<file path="src/debug_pkg.sv">
// shared constants and carriers of the single-wire background debug controller
package debug_pkg;

   // serial bit timing, in clock cycles after the perceived bit start
   localparam int unsigned BIT_CYCLES      = 16;
   localparam int unsigned RX_SAMPLE_CYCLE = 10;
   localparam int unsigned ONE_PULSE_CYCLE = 7;
   localparam int unsigned ZERO_LOW_CYCLES = 13;
   localparam int unsigned TIMEOUT_CYCLES  = 512;

   // longest wait for a cpu dead cycle before a cycle is stolen
   localparam int unsigned STEAL_WAIT_CYCLES = 128;

   // frame field sizes
   localparam int unsigned OPCODE_BITS = 8;
   localparam int unsigned WORD_BITS   = 16;

   // hardware command opcodes
   localparam logic [7:0] OP_BACKGROUND  = 8'h90;
   localparam logic [7:0] OP_READ_BYTE_M = 8'he4;
   localparam logic [7:0] OP_READ_BYTE_U = 8'he0;
   localparam logic [7:0] OP_READ_WORD_M = 8'hec;
   localparam logic [7:0] OP_READ_WORD_U = 8'he8;
   localparam logic [7:0] OP_WRITE_BYTE_M = 8'hc4;
   localparam logic [7:0] OP_WRITE_BYTE_U = 8'hc0;
   localparam logic [7:0] OP_WRITE_WORD_M = 8'hcc;
   localparam logic [7:0] OP_WRITE_WORD_U = 8'hc8;

   // opcode field positions of hardware read/write commands
   localparam int unsigned OPF_MAP  = 2;
   localparam int unsigned OPF_WORD = 3;
   localparam int unsigned OPF_READ = 5;

   // debug resources in the top of the address space
   localparam logic [15:0] STATUS_ADDR  = 16'hff01;
   localparam logic [15:0] DBG_REG_LO   = 16'hff00;
   localparam logic [15:0] DBG_REG_HI   = 16'hff06;
   localparam logic [15:0] DBG_ROM_LO   = 16'hff20;
   localparam logic [15:0] DBG_ROM_HI   = 16'hffff;

   // status byte layout and reset value
   localparam int unsigned ST_ENABLE_BIT = 7;
   localparam int unsigned ST_ACTIVE_BIT = 6;
   localparam logic [7:0]  STATUS_RESET  = 8'h00;

   // one memory access issued by a hardware command
   typedef struct packed {
      logic [15:0] addr;
      logic [15:0] wdata;
      logic        write;
      logic        word;
      logic        map_debug;
   } mem_cmd_t;

   // command sequencer states, gray along the write command path
   typedef enum logic [2:0] {
      ST_OPCODE = 3'b000,
      ST_ADDR   = 3'b001,
      ST_WDATA  = 3'b011,
      ST_ACCESS = 3'b010,
      ST_RDATA  = 3'b110
   } cmd_state_t;

endpackage

</file>
<file path="src/wire_bit_engine.sv">
// bit-level timing of the single debug wire: edge detect, sampling, driving, timeout
`timescale 1ns/100ps
module wire_bit_engine #(
   parameter int unsigned TIMEOUT = debug_pkg::TIMEOUT_CYCLES
) (
   // clock and reset
   input  wire logic clock,
   input  wire logic resetn,
   // debug wire pin
   input  wire logic pin_in,
   output logic      pin_out,
   output logic      pin_oe,
   // bit stream to and from the sequencer
   input  wire logic tx_en,
   input  wire logic tx_bit,
   output logic      bit_start,
   output logic      rx_valid,
   output logic      rx_bit,
   output logic      timeout
);
   import debug_pkg::*;

   localparam int unsigned IDLE_W = $clog2(TIMEOUT + 1);

   logic [1:0]        sync_r;
   logic              level_r;
   logic              fall;
   logic [4:0]        cnt_r;
   logic [4:0]        cnt_nxt;
   logic              tx_mode_r;
   logic              tx_val_r;
   logic [IDLE_W-1:0] idle_r;
   logic              expired_r;

   if (TIMEOUT < BIT_CYCLES) $error("wire_bit_engine: TIMEOUT shorter than a bit time");

   // two-stage synchroniser, then edge history
   always_ff @(posedge clock or negedge resetn) begin
      if (!resetn) begin
         sync_r  <= 2'b11;
         level_r <= 1'b1;
      end else begin
         sync_r  <= {sync_r[0], pin_in};
         level_r <= sync_r[1];
      end
   end

   assign fall      = level_r & ~sync_r[1];
   assign bit_start = fall;

   // cycles since perceived bit start, saturating
   always_comb begin
      cnt_nxt = cnt_r;
      if (fall) begin
         cnt_nxt = 5'h01;
      end else if (cnt_r != 5'h1f && cnt_r != 5'h00) begin
         cnt_nxt = cnt_r + 5'h01;
      end
   end

   always_ff @(posedge clock or negedge resetn) begin
      if (!resetn) begin
         cnt_r     <= 5'h00;
         tx_mode_r <= 1'b0;
         tx_val_r  <= 1'b0;
      end else begin
         cnt_r <= cnt_nxt;
         if (fall) begin
            tx_mode_r <= tx_en;
            tx_val_r  <= tx_bit;
         end
      end
   end

   // host-to-target sample point
   always_ff @(posedge clock or negedge resetn) begin
      if (!resetn) begin
         rx_valid <= 1'b0;
         rx_bit   <= 1'b0;
      end else begin
         rx_valid <= ~tx_mode_r & ~fall & (cnt_r == 5'(RX_SAMPLE_CYCLE));
         if (~tx_mode_r & (cnt_r == 5'(RX_SAMPLE_CYCLE))) begin
            rx_bit <= sync_r[1];
         end
      end
   end

   // target-to-host drive: low phase for a zero, speed-up pulse for both
   always_ff @(posedge clock or negedge resetn) begin
      if (!resetn) begin
         pin_oe  <= 1'b0;
         pin_out <= 1'b1;
      end else begin
         pin_oe  <= 1'b0;
         pin_out <= 1'b1;
         if (fall ? tx_en : tx_mode_r) begin
            if (!(fall ? tx_bit : tx_val_r)) begin
               if (cnt_nxt >= 5'h01 && cnt_nxt <= 5'(ZERO_LOW_CYCLES)) begin
                  pin_oe  <= 1'b1;
                  pin_out <= 1'b0;
               end else if (cnt_nxt == 5'(ZERO_LOW_CYCLES + 1)) begin
                  pin_oe <= 1'b1;
               end
            end else if (cnt_nxt == 5'(ONE_PULSE_CYCLE)) begin
               pin_oe <= 1'b1;
            end
         end
      end
   end

   // idle link watchdog between host falling edges
   always_ff @(posedge clock or negedge resetn) begin
      if (!resetn) begin
         idle_r    <= '0;
         expired_r <= 1'b1;
         timeout   <= 1'b0;
      end else begin
         timeout <= 1'b0;
         if (fall) begin
            idle_r    <= '0;
            expired_r <= 1'b0;
         end else if (!expired_r) begin
            idle_r <= idle_r + IDLE_W'(1);
            if (idle_r == IDLE_W'(TIMEOUT - 1)) begin
               expired_r <= 1'b1;
               timeout   <= 1'b1;
            end
         end
      end
   end

endmodule

</file>
<file path="src/background_debug_controller.sv">
// background debug controller: serial command sequencer, status and debug map
`timescale 1ns/100ps
module background_debug_controller #(
   parameter int unsigned TIMEOUT    = debug_pkg::TIMEOUT_CYCLES,
   parameter int unsigned STEAL_WAIT = debug_pkg::STEAL_WAIT_CYCLES
) (
   // clock and reset
   input  wire logic              clock,
   input  wire logic              resetn,
   // debug wire pin
   input  wire logic              debug_wire_pin_in,
   output logic                   debug_wire_pin_out,
   output logic                   debug_wire_pin_oe,
   // operating mode strap
   input  wire logic              special_single_chip,
   // cpu execution handshake
   input  wire logic              instr_boundary,
   input  wire logic              tag_hit,
   input  wire logic              cpu_background_instruction,
   input  wire logic              firmware_go,
   input  wire logic              dead_cycle,
   output logic                   background_active,
   output logic                   background_resume,
   output logic                   cpu_freeze,
   output logic                   peripheral_suspend,
   // firmware command hand-off
   output logic                   fw_cmd_valid,
   output logic [7:0]             fw_opcode,
   // cpu address map decode
   input  wire logic [15:0]       cpu_addr,
   output logic                   debug_reg_sel,
   output logic                   debug_rom_sel,
   // memory access port
   output logic                   mem_req,
   output debug_pkg::mem_cmd_t    mem_cmd,
   input  wire logic              mem_ack,
   input  wire logic [15:0]       mem_rdata,
   // status
   output logic                   firmware_enable_flag,
   output logic                   background_active_flag
);
   import debug_pkg::*;

   localparam int unsigned STEAL_W = $clog2(STEAL_WAIT + 1);

   if (STEAL_WAIT < 1) $error("background_debug_controller: STEAL_WAIT must be positive");

   logic               bit_start;
   logic               rx_valid;
   logic               rx_bit;
   logic               timeout;
   cmd_state_t         state_r;
   logic [15:0]        shift_r;
   logic [4:0]         nbits_r;
   logic [7:0]         opcode_r;
   logic [15:0]        addr_r;
   logic               enable_r;
   logic               active_r;
   logic               bg_pend_r;
   logic               init_done_r;
   logic [STEAL_W-1:0] wait_r;
   logic               mem_first_r;
   logic               stealing_r;
   logic [15:0]        shift_in;
   logic               op_read;
   logic               op_hw_rw;
   logic               status_hit;
   logic               bg_cmd;
   logic               status_write;
   logic [7:0]         status_byte;

   wire_bit_engine #(
      .TIMEOUT   (TIMEOUT)
   ) u_wire (
      .clock     (clock),
      .resetn    (resetn),
      .pin_in    (debug_wire_pin_in),
      .pin_out   (debug_wire_pin_out),
      .pin_oe    (debug_wire_pin_oe),
      .tx_en     (state_r == ST_RDATA),
      .tx_bit    (shift_r[15]),
      .bit_start (bit_start),
      .rx_valid  (rx_valid),
      .rx_bit    (rx_bit),
      .timeout   (timeout)
   );

   // opcode classes and the status byte
   assign shift_in = {shift_r[14:0], rx_bit};
   assign op_hw_rw = (shift_in[7:0] == OP_READ_BYTE_M) || (shift_in[7:0] == OP_READ_BYTE_U) ||
                     (shift_in[7:0] == OP_READ_WORD_M) || (shift_in[7:0] == OP_READ_WORD_U) ||
                     (shift_in[7:0] == OP_WRITE_BYTE_M) || (shift_in[7:0] == OP_WRITE_BYTE_U) ||
                     (shift_in[7:0] == OP_WRITE_WORD_M) || (shift_in[7:0] == OP_WRITE_WORD_U);
   assign op_read    = opcode_r[OPF_READ];
   assign status_hit = opcode_r[OPF_MAP] & ~opcode_r[OPF_WORD] & (addr_r == STATUS_ADDR);
   assign status_byte = {enable_r, active_r, 6'h00};

   assign bg_cmd = (state_r == ST_OPCODE) && rx_valid && (nbits_r == 5'(OPCODE_BITS - 1)) &&
                   (shift_in[7:0] == OP_BACKGROUND);
   assign status_write = (state_r == ST_ACCESS) && !op_read && status_hit;

   // serial command sequencer
   always_ff @(posedge clock or negedge resetn) begin
      if (!resetn) begin
         state_r      <= ST_OPCODE;
         shift_r      <= 16'h0000;
         nbits_r      <= 5'h00;
         opcode_r     <= 8'h00;
         addr_r       <= 16'h0000;
         fw_cmd_valid <= 1'b0;
         fw_opcode    <= 8'h00;
      end else if (timeout) begin
         state_r  <= ST_OPCODE;
         nbits_r  <= 5'h00;
         opcode_r <= 8'h00;
         fw_cmd_valid <= 1'b0;
      end else begin
         fw_cmd_valid <= 1'b0;
         case (state_r)
            ST_OPCODE: begin
               if (rx_valid) begin
                  shift_r <= shift_in;
                  nbits_r <= nbits_r + 5'h01;
                  if (nbits_r == 5'(OPCODE_BITS - 1)) begin
                     nbits_r  <= 5'h00;
                     opcode_r <= shift_in[7:0];
                     if (op_hw_rw) begin
                        state_r <= ST_ADDR;
                     end else if (shift_in[7:0] != OP_BACKGROUND && active_r) begin
                        fw_cmd_valid <= 1'b1;
                        fw_opcode    <= shift_in[7:0];
                     end
                  end
               end
            end
            ST_ADDR: begin
               if (rx_valid) begin
                  shift_r <= shift_in;
                  nbits_r <= nbits_r + 5'h01;
                  if (nbits_r == 5'(WORD_BITS - 1)) begin
                     nbits_r <= 5'h00;
                     addr_r  <= shift_in;
                     state_r <= op_read ? ST_ACCESS : ST_WDATA;
                  end
               end
            end
            ST_WDATA: begin
               if (rx_valid) begin
                  shift_r <= shift_in;
                  nbits_r <= nbits_r + 5'h01;
                  if (nbits_r == 5'(WORD_BITS - 1)) begin
                     nbits_r <= 5'h00;
                     state_r <= ST_ACCESS;
                  end
               end
            end
            ST_ACCESS: begin
               if (status_hit) begin
                  // status byte is served here, not by memory
                  state_r <= op_read ? ST_RDATA : ST_OPCODE;
                  shift_r <= op_read ? {8'h00, status_byte} : shift_r;
               end else if (mem_ack) begin
                  state_r <= op_read ? ST_RDATA : ST_OPCODE;
                  if (op_read) begin
                     if (opcode_r[OPF_WORD]) begin
                        shift_r <= mem_rdata;
                     end else if (addr_r[0]) begin
                        shift_r <= {8'h00, mem_rdata[7:0]};
                     end else begin
                        shift_r <= {mem_rdata[7:0], 8'h00};
                     end
                  end
               end
            end
            ST_RDATA: begin
               if (bit_start) begin
                  shift_r <= {shift_r[14:0], 1'b0};
                  nbits_r <= nbits_r + 5'h01;
                  if (nbits_r == 5'(WORD_BITS - 1)) begin
                     nbits_r <= 5'h00;
                     state_r <= ST_OPCODE;
                  end
               end
            end
            default: begin
               state_r <= ST_OPCODE;
            end
         endcase
      end
   end

   // memory access: dead cycles first, steal when waited too long
   always_ff @(posedge clock or negedge resetn) begin
      if (!resetn) begin
         mem_req     <= 1'b0;
         mem_cmd     <= '0;
         wait_r      <= '0;
         mem_first_r <= 1'b0;
         stealing_r  <= 1'b0;
      end else begin
         mem_first_r <= 1'b0;
         if (mem_req) begin
            if (mem_ack || timeout) begin
               mem_req    <= 1'b0;
               stealing_r <= 1'b0;
            end
         end else if (state_r == ST_ACCESS && !status_hit && !timeout) begin
            if (dead_cycle || wait_r == STEAL_W'(STEAL_WAIT)) begin
               mem_req           <= 1'b1;
               mem_first_r       <= 1'b1;
               stealing_r        <= ~dead_cycle;
               wait_r            <= '0;
               mem_cmd.addr      <= addr_r;
               mem_cmd.write     <= ~op_read;
               mem_cmd.word      <= opcode_r[OPF_WORD];
               mem_cmd.map_debug <= opcode_r[OPF_MAP] & active_r;
               if (opcode_r[OPF_WORD] || !addr_r[0]) begin
                  mem_cmd.wdata <= opcode_r[OPF_WORD] ? shift_r : {8'h00, shift_r[15:8]};
               end else begin
                  mem_cmd.wdata <= {8'h00, shift_r[7:0]};
               end
            end else begin
               wait_r <= wait_r + STEAL_W'(1);
            end
         end else begin
            wait_r <= '0;
         end
      end
   end

   // cpu held off while a stolen or multi-cycle access is open
   assign cpu_freeze = mem_req & (stealing_r | ~mem_first_r);

   // firmware enable flag, loaded from the strap after reset, then written only through the status byte
   always_ff @(posedge clock or negedge resetn) begin
      if (!resetn) begin
         enable_r <= STATUS_RESET[ST_ENABLE_BIT];
      end else if (!init_done_r) begin
         enable_r <= special_single_chip;
      end else if (status_write && !active_r) begin
         enable_r <= addr_r[0] ? shift_r[ST_ENABLE_BIT] : shift_r[8 + ST_ENABLE_BIT];
      end
   end

   // activation requests and the active flag
   always_ff @(posedge clock or negedge resetn) begin
      if (!resetn) begin
         active_r          <= STATUS_RESET[ST_ACTIVE_BIT];
         bg_pend_r         <= 1'b0;
         init_done_r       <= 1'b0;
         background_resume <= 1'b0;
      end else begin
         init_done_r       <= 1'b1;
         background_resume <= 1'b0;
         if (!init_done_r) begin
            active_r <= special_single_chip;
         end else if (active_r) begin
            bg_pend_r <= 1'b0;
            if (firmware_go) begin
               active_r <= 1'b0;
            end
         end else if (enable_r && tag_hit) begin
            active_r <= 1'b1;
         end else if (enable_r && (cpu_background_instruction ||
                                   (instr_boundary && (bg_pend_r || bg_cmd)))) begin
            active_r  <= 1'b1;
            bg_pend_r <= 1'b0;
         end else begin
            if (bg_cmd && enable_r) begin
               bg_pend_r <= 1'b1;
            end
            if (!enable_r && (cpu_background_instruction || tag_hit)) begin
               background_resume <= 1'b1;
            end
         end
      end
   end

   assign background_active      = active_r;
   assign background_active_flag = active_r;
   assign firmware_enable_flag   = enable_r;
   assign peripheral_suspend     = active_r;

   // debug registers and rom exist only while active
   always_ff @(posedge clock or negedge resetn) begin
      if (!resetn) begin
         debug_reg_sel <= 1'b0;
         debug_rom_sel <= 1'b0;
      end else begin
         debug_reg_sel <= active_r && cpu_addr >= DBG_REG_LO && cpu_addr <= DBG_REG_HI;
         debug_rom_sel <= active_r && cpu_addr >= DBG_ROM_LO && cpu_addr <= DBG_ROM_HI;
      end
   end

endmodule

</file>
<file path="config.mk">
export PLATFORM = sky130hd
export DESIGN_NAME = background_debug_controller
export DESIGN_NICKNAME = d
export VERILOG_FILES = /design/src/debug_pkg.sv /design/src/wire_bit_engine.sv /design/src/background_debug_controller.sv
export SDC_FILE = /design/constraint.sdc
export NUM_CORES = 1
export LEC_CHECK = 0
export BUFFER_PORTS_ARGS = -buffer_cell sky130_fd_sc_hd__clkbuf_2
export CAP_MARGIN = 20
export CORE_ASPECT_RATIO = 1.2
export CORE_MARGIN = 2
export CORE_UTILIZATION = 57
export DETAILED_ROUTE_END_ITERATION = 16
export HOLD_SLACK_MARGIN = 0.06
export PLACE_DENSITY = 0.8
export REMOVE_ABC_BUFFERS = 1
export SLEW_MARGIN = 30
export SYNTH_ARGS = -nofsm -noshare
export SYNTH_HDL_FRONTEND = slang
export SYNTH_SLANG_ARGS = --single-unit
</file>
<file path="constraint.sdc">
create_clock -name clock -period 3.7 [get_ports clock]
set_clock_uncertainty 0.2 [all_clocks]
set_input_delay 0.37 -clock clock [delete_from_list [all_inputs] [get_ports clock]]
set_output_delay 0.37 -clock clock [all_outputs]
set_load 0.1 [all_outputs]
</file>
=== Yosys cells after proc, flatten, opt, wreduce, memory -nomap -nowiden ===
Cells that the tools add are included.

* Flip-flop bits (word level): 134
* Bits of input ports: 42
* Output and inout port bits: 55
* Word-level logic and storage cells: 256

* Add/sub/neg operators: 4
* $lt $le $gt $ge: 6
* Equal/unequal tests: 42
* Mux-type cells: 90
* Bitwise operators: 19
* Reduce and logical (&&, ||, !) cells: 60

{| class="wikitable"
|+ Operator list
! cell !! count
|-
| 16-bit 2-to-1 mux || 10
|-
| 8-bit == test, second input constant || 10
|-
| 1-bit 2-to-1 mux || 48
|-
| 16-bit case mux with 3 select lines || 1
|-
| 5-bit 2-to-1 mux || 8
|-
| 3-bit 2-to-1 mux || 13
|-
| 16-bit >= comparator, second input constant || 2
|-
| 16-bit <= comparator, second input constant || 2
|-
| 6-bit 2-to-1 mux || 4
|-
| 1-bit logical AND || 20
|-
| 10-bit 2-to-1 mux || 2
|-
| 16-bit == test, second input constant || 1
|-
| 8-bit 2-to-1 mux || 2
|-
| 5-bit by 4-bit == test with 1-bit output, second input constant || 3
|-
| 3-bit by 1-bit inequality test with 1-bit output, second input constant || 5
|-
| 3-bit case mux with 5 select lines || 1
|-
| 5-bit case mux with 3 select lines || 1
|-
| 1-bit logical OR || 13
|-
| 3-bit AND reduction || 4
|-
| 6-bit AND reduction || 2
|-
| 10-bit by 1-bit adder with 10-bit output, second input constant || 1
|-
| 5-bit by 1-bit adder with 5-bit output, second input constant || 2
|-
| 10-bit by 9-bit == test with 1-bit output, second input constant || 1
|-
| 5-bit by 3-bit == test with 1-bit output, second input constant || 2
|-
| other kinds (26) || 63
|}

=== Logic depth before layout (Yosys ltp) ===
* Depth in word-level cells: 13
* Mapped depth: 8
* Depth with buffers taken out: 8

=== By module ===
A second synthesis with hierarchy kept.

* Cells, all modules: 585
* Area, all modules: 6453.7 um^2

{| class="wikitable"
|+ Modules (own cells, without submodules)
! module !! instances !! cells each !! area each (um^2) !! sequential area each (um^2)
|-
| background_debug_controller || 1 || 453 || 5129.9 || 2627.5
|-
| wire_bit_engine || 1 || 132 || 1323.8 || 656.9
|}

=== Least setup slack after synthesis ===
OpenSTA, ideal clock, no wires.

* Kind: register to output
* From: reg mem_req
* To: out cpu_freeze
* Data arrival time: 3.515 ns
* Data required time: 3.130 ns
* Path slack: -0.385 ns
* Stages on the path, launching flop included: 3
* Path buffers: 1
* Cell sequence: dfrtp_1 -> clkbuf_1 -> a21boi_0

* Longest elaborated chain between the ends: 1

{| class="wikitable"
|+ Ends and longest elaborated chain
! item !! line !! source
|-
| from (decl) || background_debug_controller.sv:34 || <nowiki>output logic mem_req,</nowiki>
|-
| from (signal assigned) || background_debug_controller.sv:195 || <nowiki>mem_req <= 1'b0;</nowiki>
|-
| from (signal assigned) || background_debug_controller.sv:204 || <nowiki>mem_req <= 1'b0;</nowiki>
|-
| from (signal assigned) || background_debug_controller.sv:209 || <nowiki>mem_req <= 1'b1;</nowiki>
|-
| 1-bit bitwise AND || background_debug_controller.sv:232 || <nowiki>assign cpu_freeze = mem_req & (stealing_r | ~mem_first_r);</nowiki>
|-
| to (decl) || background_debug_controller.sv:24 || <nowiki>output logic cpu_freeze,</nowiki>
|}

No other way between the ends.

=== Final worst setup path ===
* From: reg state_r[2]
* To: reg mem_cmd[23] (netlist bit)

* Longest elaborated chain between the ends: 4

{| class="wikitable"
|+ Ends and longest elaborated chain
! item !! line !! source
|-
| from (decl) || background_debug_controller.sv:52 || <nowiki>cmd_state_t state_r;</nowiki>
|-
| from (signal assigned) || background_debug_controller.sv:143 || <nowiki>state_r <= op_read ? ST_ACCESS : ST_WDATA;</nowiki>
|-
| from (signal assigned) || background_debug_controller.sv:160 || <nowiki>state_r <= op_read ? ST_RDATA : ST_OPCODE;</nowiki>
|-
| from (signal assigned) || background_debug_controller.sv:163 || <nowiki>state_r <= op_read ? ST_RDATA : ST_OPCODE;</nowiki>
|-
| 3-bit by 2-bit == test with 1-bit output || background_debug_controller.sv:207 || <nowiki>end else if (state_r == ST_ACCESS && !status_hit && !timeout) begin</nowiki>
|-
| 1-bit logical AND (2 in series) || background_debug_controller.sv:207 ||
|-
| 3-bit AND reduction (no source line) || -- ||
|-
| to (decl) || background_debug_controller.sv:35 || <nowiki>output debug_pkg::mem_cmd_t mem_cmd,</nowiki>
|}

No other way between the ends.
A chain may end at the register's enable or synchronous reset.

==> results by group <==
Clocking
  – H-Tree Depth: 4
  – Setup Fix Bufs, Post-CTS: 0
  – Clock transition at path regs: roughly 60 ps
  – Resized Gates After CTS: 0
  – CTS tree: yes
  – CTS Buf Count: 17
  – Clock Latency Late Sink: ~420 ps
  – Sinks on Clock Net: 131
  – Clock root buffer: clkbuf_16
  – CTS Hold Buffers Added: 9
  – Maximum buffer depth of the clock tree: 2

Synthesis
  – #FFs+latches synth: between 100 and 150
  – Distinct cells, synth: 62
  – Seq/Total Area, Yosys: 52.1%
  – Synth async-reset ratio: between 90% and 100%
  – Cell count after synthesis: just under 600
  – Area of the mapped netlist: 6310 um^2
  – Ys Warns: 0
  – Top FF cell, synth: dfrtp_1
  – EDFF count, synth: 0
  – Syn Area/Cell: approximately 11 um^2

Route
  – Drt drc: 0
  – ANT nets after route: 0
  – First-pass DRT Iterations: 5
  – Routed wire length: 14900 um
  – Vias: roughly 5000
  – Drt via density: about 6.0
  – Drt wl/cell: between 15 and 20 um
  – DRT iter0 DRCs: 305

Global routing
  – Total Routing Usage GR: approximately 27%
  – First-pass GRT wire length: 24900 um
  – Initial antenna violation count: 0
  – Remaining Overflow, GRT: 0
  – Largest net degree at the start of global routing: 54
  – Vias in the first global route: 5032

STA
  – Hold_ws: 72.3 ps
  – Slew Limit Fails: 0
  – Slew @ Worst Pin: between 700 and 800 ps
  – Upper clock frequency limit: 326 MHz
  – Crit path time final: 3060 ps
  – RSZ-0062 raised after global routing: false
  – Final Cycle Share: 82.8%
  – Headroom to the max-slew limit: 47.5%
  – Final Hold Viols: 0
  – Final number of setup-violating endpoints: 0

Power and ir drop
  – Reg power frac: roughly two fifths
  – Clock power frac: 47.2%
  – Power density cells: 498 nW/um^2
  – VDD IR max: between 0.0003 and 0.0004 V
  – Comb power frac: 10.9%
  – Sw Ratio: 25.6%
  – P_sw: around 0.00097 W
  – Internal power: 0.00282 W
  – Leakage power: ~3.7 nW

Worst setup path
  – RR Endpoint: mem_cmd[23]$_DFFE_PN0P_
  – R2R setup slack: ~640 ps
  – FF-to-FF path depth: 5
  – Critical path endpoint category: register
  – RR Startpoint: state_r[2]$_DFFE_PN0P_
  – Startpoint types: register
  – Required time worst endpoint: 3800 ps
  – Largest fanout on the critical path: 38
  – Crit path DAT: 3170 ps
  – Critical path type: reg2reg

Layout
  – Final Instance Count excl. Fillers: 828
  – N_diodes: 0
  – Layout area overhead: 20.8%
  – Share of layout cells above drive strength 1: 30.2%
  – Sequential cell area: 3280 um^2
  – # nets final: 734
  – Multi-input gate area: 2810 um^2
  – FILL cells: 815

Status
  – Status: complete, no violations

Die
  – Rows: 42
  – Initial Util: just under 60%
  – Core footprint: 10900 um^2
  – Chip Width: approximately 100 um
  – Full die area: 11900 um^2
  – # IOs: slightly below 100
  – Vert. Die Dim: 119 um

Min path
  – Hold path cells: 3
  – Tightest Hold Check Type: in2reg
  – WHS Endpoint: debug_reg_sel$_DFF_PN0_
  – Min-delay src: cpu_addr[4]

Placement
  – Cells after DPL: just under 800
  – I/O Buffers: between 90 and 100
  – Hpwl dp: between 10000 and 15000 um
  – GPL Wtd Cong: approximately 0.85

Job
  – Maxcap violations: 0
==> worst max-delay path, stage by stage (launching register included) <==
cell     delay (ps)
dfrtp_1         480
or3b_2          740
a21oi_2         360
nor4b_4         250
buf_4           470
mux2_2          400
==> cells by family after synthesis <==
| logic type | count (synthesis) | share of synthesized area, % |
|---|---|---|
| and+or+nand+nor | 198 | 16.0 |
| muxes | 84 | 14.6 |
| buffers and inverters | 48 | 3.51 |
| other | 1 | 0.0595 |
| adders and majority gates | 9 | 1.79 |
| DFF | 131 | 52.1 |
| AOI/OAI and AO/OA | 96 | 10.6 |
| xor gates and xnor gates | 10 | 1.39 |
==> stage by stage <==
stage / power [W] / util (%) / instance area (um^2) / setup TNS [ps] / setup slack, ps
global route: 0.00393 / 69.7 / 7620 / 0 / 498
global placement: 0.00199 / 63.1 / 6890 / 0 / 779
floorplan: 0.00187 / - / 6160 / -29900 / -834
CTS: 0.00381 / 69.7 / 7620 / 0 / 649
detailed placement: 0.00202 / 63.1 / 6890 / 0 / 662
finish: 0.00380 / 69.7 / 7620 / 0 / 636
==> layout by cell type (no fill, tap or decap), types with 8 or more instances in the layout <==
cell and n:
mux2_2 56, a32o_1 8, ha_1 9, inv_1 21
clkbuf_2 95, dlygate4sd3_1 9, nand2b_1 12, a21oi_1 16
nand2_1 70, a22oi_1 8, clkbuf_16 17, nand3_1 16
o21ai_0 28, nor2_1 34, buf_4 10, mux2_1 8
mux2i_1 20, dfrtp_1 126, nor3_1 13
==> metal layers <==
layer  vias to the layer above  part of all wire (%)  track usage [%]
met5                         -                     0                0
met4                         0                   2.7             10.2
met3                        34                   4.7             5.93
met2                       169                    52             44.8
met1                      2477                    41             33.9
li1                       2272                     -                -
==> worst max path at each step <==
stage	endpoint	slack (ps)	start
global placement	mem_cmd[1]$_DFFE_PN0P_	780	state_r[2]$_DFFE_PN0P_
global route	mem_cmd[21]$_DFFE_PN0P_	500	state_r[2]$_DFFE_PN0P_
CTS	mem_cmd[25]$_DFFE_PN0P_	650	state_r[2]$_DFFE_PN0P_
floorplan	mem_cmd[10]$_DFFE_PN0P_	-830	state_r[2]$_DFFE_PN0P_
detailed placement	mem_cmd[25]$_DFFE_PN0P_	660	state_r[1]$_DFFE_PN0P_
finish	mem_cmd[23]$_DFFE_PN0P_	640	state_r[2]$_DFFE_PN0P_
==> sequential cells by signal (all words and copies together) (netlist names), 2 cells and up <==
| name | flops |
|---|---|
| fw_opcode | 8 |
| state_r | 3 |
| u_wire.idle_r | 10 |
| u_wire.cnt_r | 5 |
| opcode_r | 3 |
| u_wire.sync_r | 2 |
| addr_r | 16 |
| shift_r | 16 |
| mem_cmd | 35 |
| nbits_r | 5 |
| wait_r | 8 |
==> synthesized netlist by cell type, drive strengths merged (6+ instances only) <==
cell type | n | area (um^2)
dfrtp | 126 | 3150
nand2 | 70 | 263
mux2 | 64 | 721
nor2 | 34 | 128
o21ai | 28 | 140
inv | 21 | 78.8
mux2i | 20 | 200
a21oi | 17 | 88.8
clkbuf | 17 | 63.8
nand3 | 17 | 90.1
nor3 | 14 | 75.1
nand2b | 12 | 75.1
buf | 10 | 78.8
ha | 9 | 113
a22oi | 8 | 60.1
a32o | 8 | 80.1
nand4 | 6 | 37.5
nor2b | 6 | 37.5
xor2 | 6 | 52.6
==> area by class of cell <==
| type | instances | share of cell area (%) |
|---|---|---|
| repair buffers | 114 | 8.41 |
| well taps | 132 | 2.17 |
| multi-input cells | 398 | 36.9 |
| flip-flops and latches | 131 | 43.1 |
| inverters | 21 | 1.03 |
| clock buffers | 20 | 5.99 |
| clock inverters | 12 | 2.35 |
==> power by group through the flow <==
| stage | Combinational, W | Clock, W | Sequential, W |
|---|---|---|---|
| final | 0.000415 | 0.00179 | 0.00159 |
| after global routing | 0.000459 | 0.00187 | 0.00160 |
| after CTS | 0.000416 | 0.00181 | 0.00159 |
| after detailed placement | 0.000407 | 0 | 0.00162 |
| after global placement | 0.000387 | 0 | 0.00161 |
| after floorplan | 0.000243 | 0 | 0.00163 |
Power figures use the tool's default switching activity.
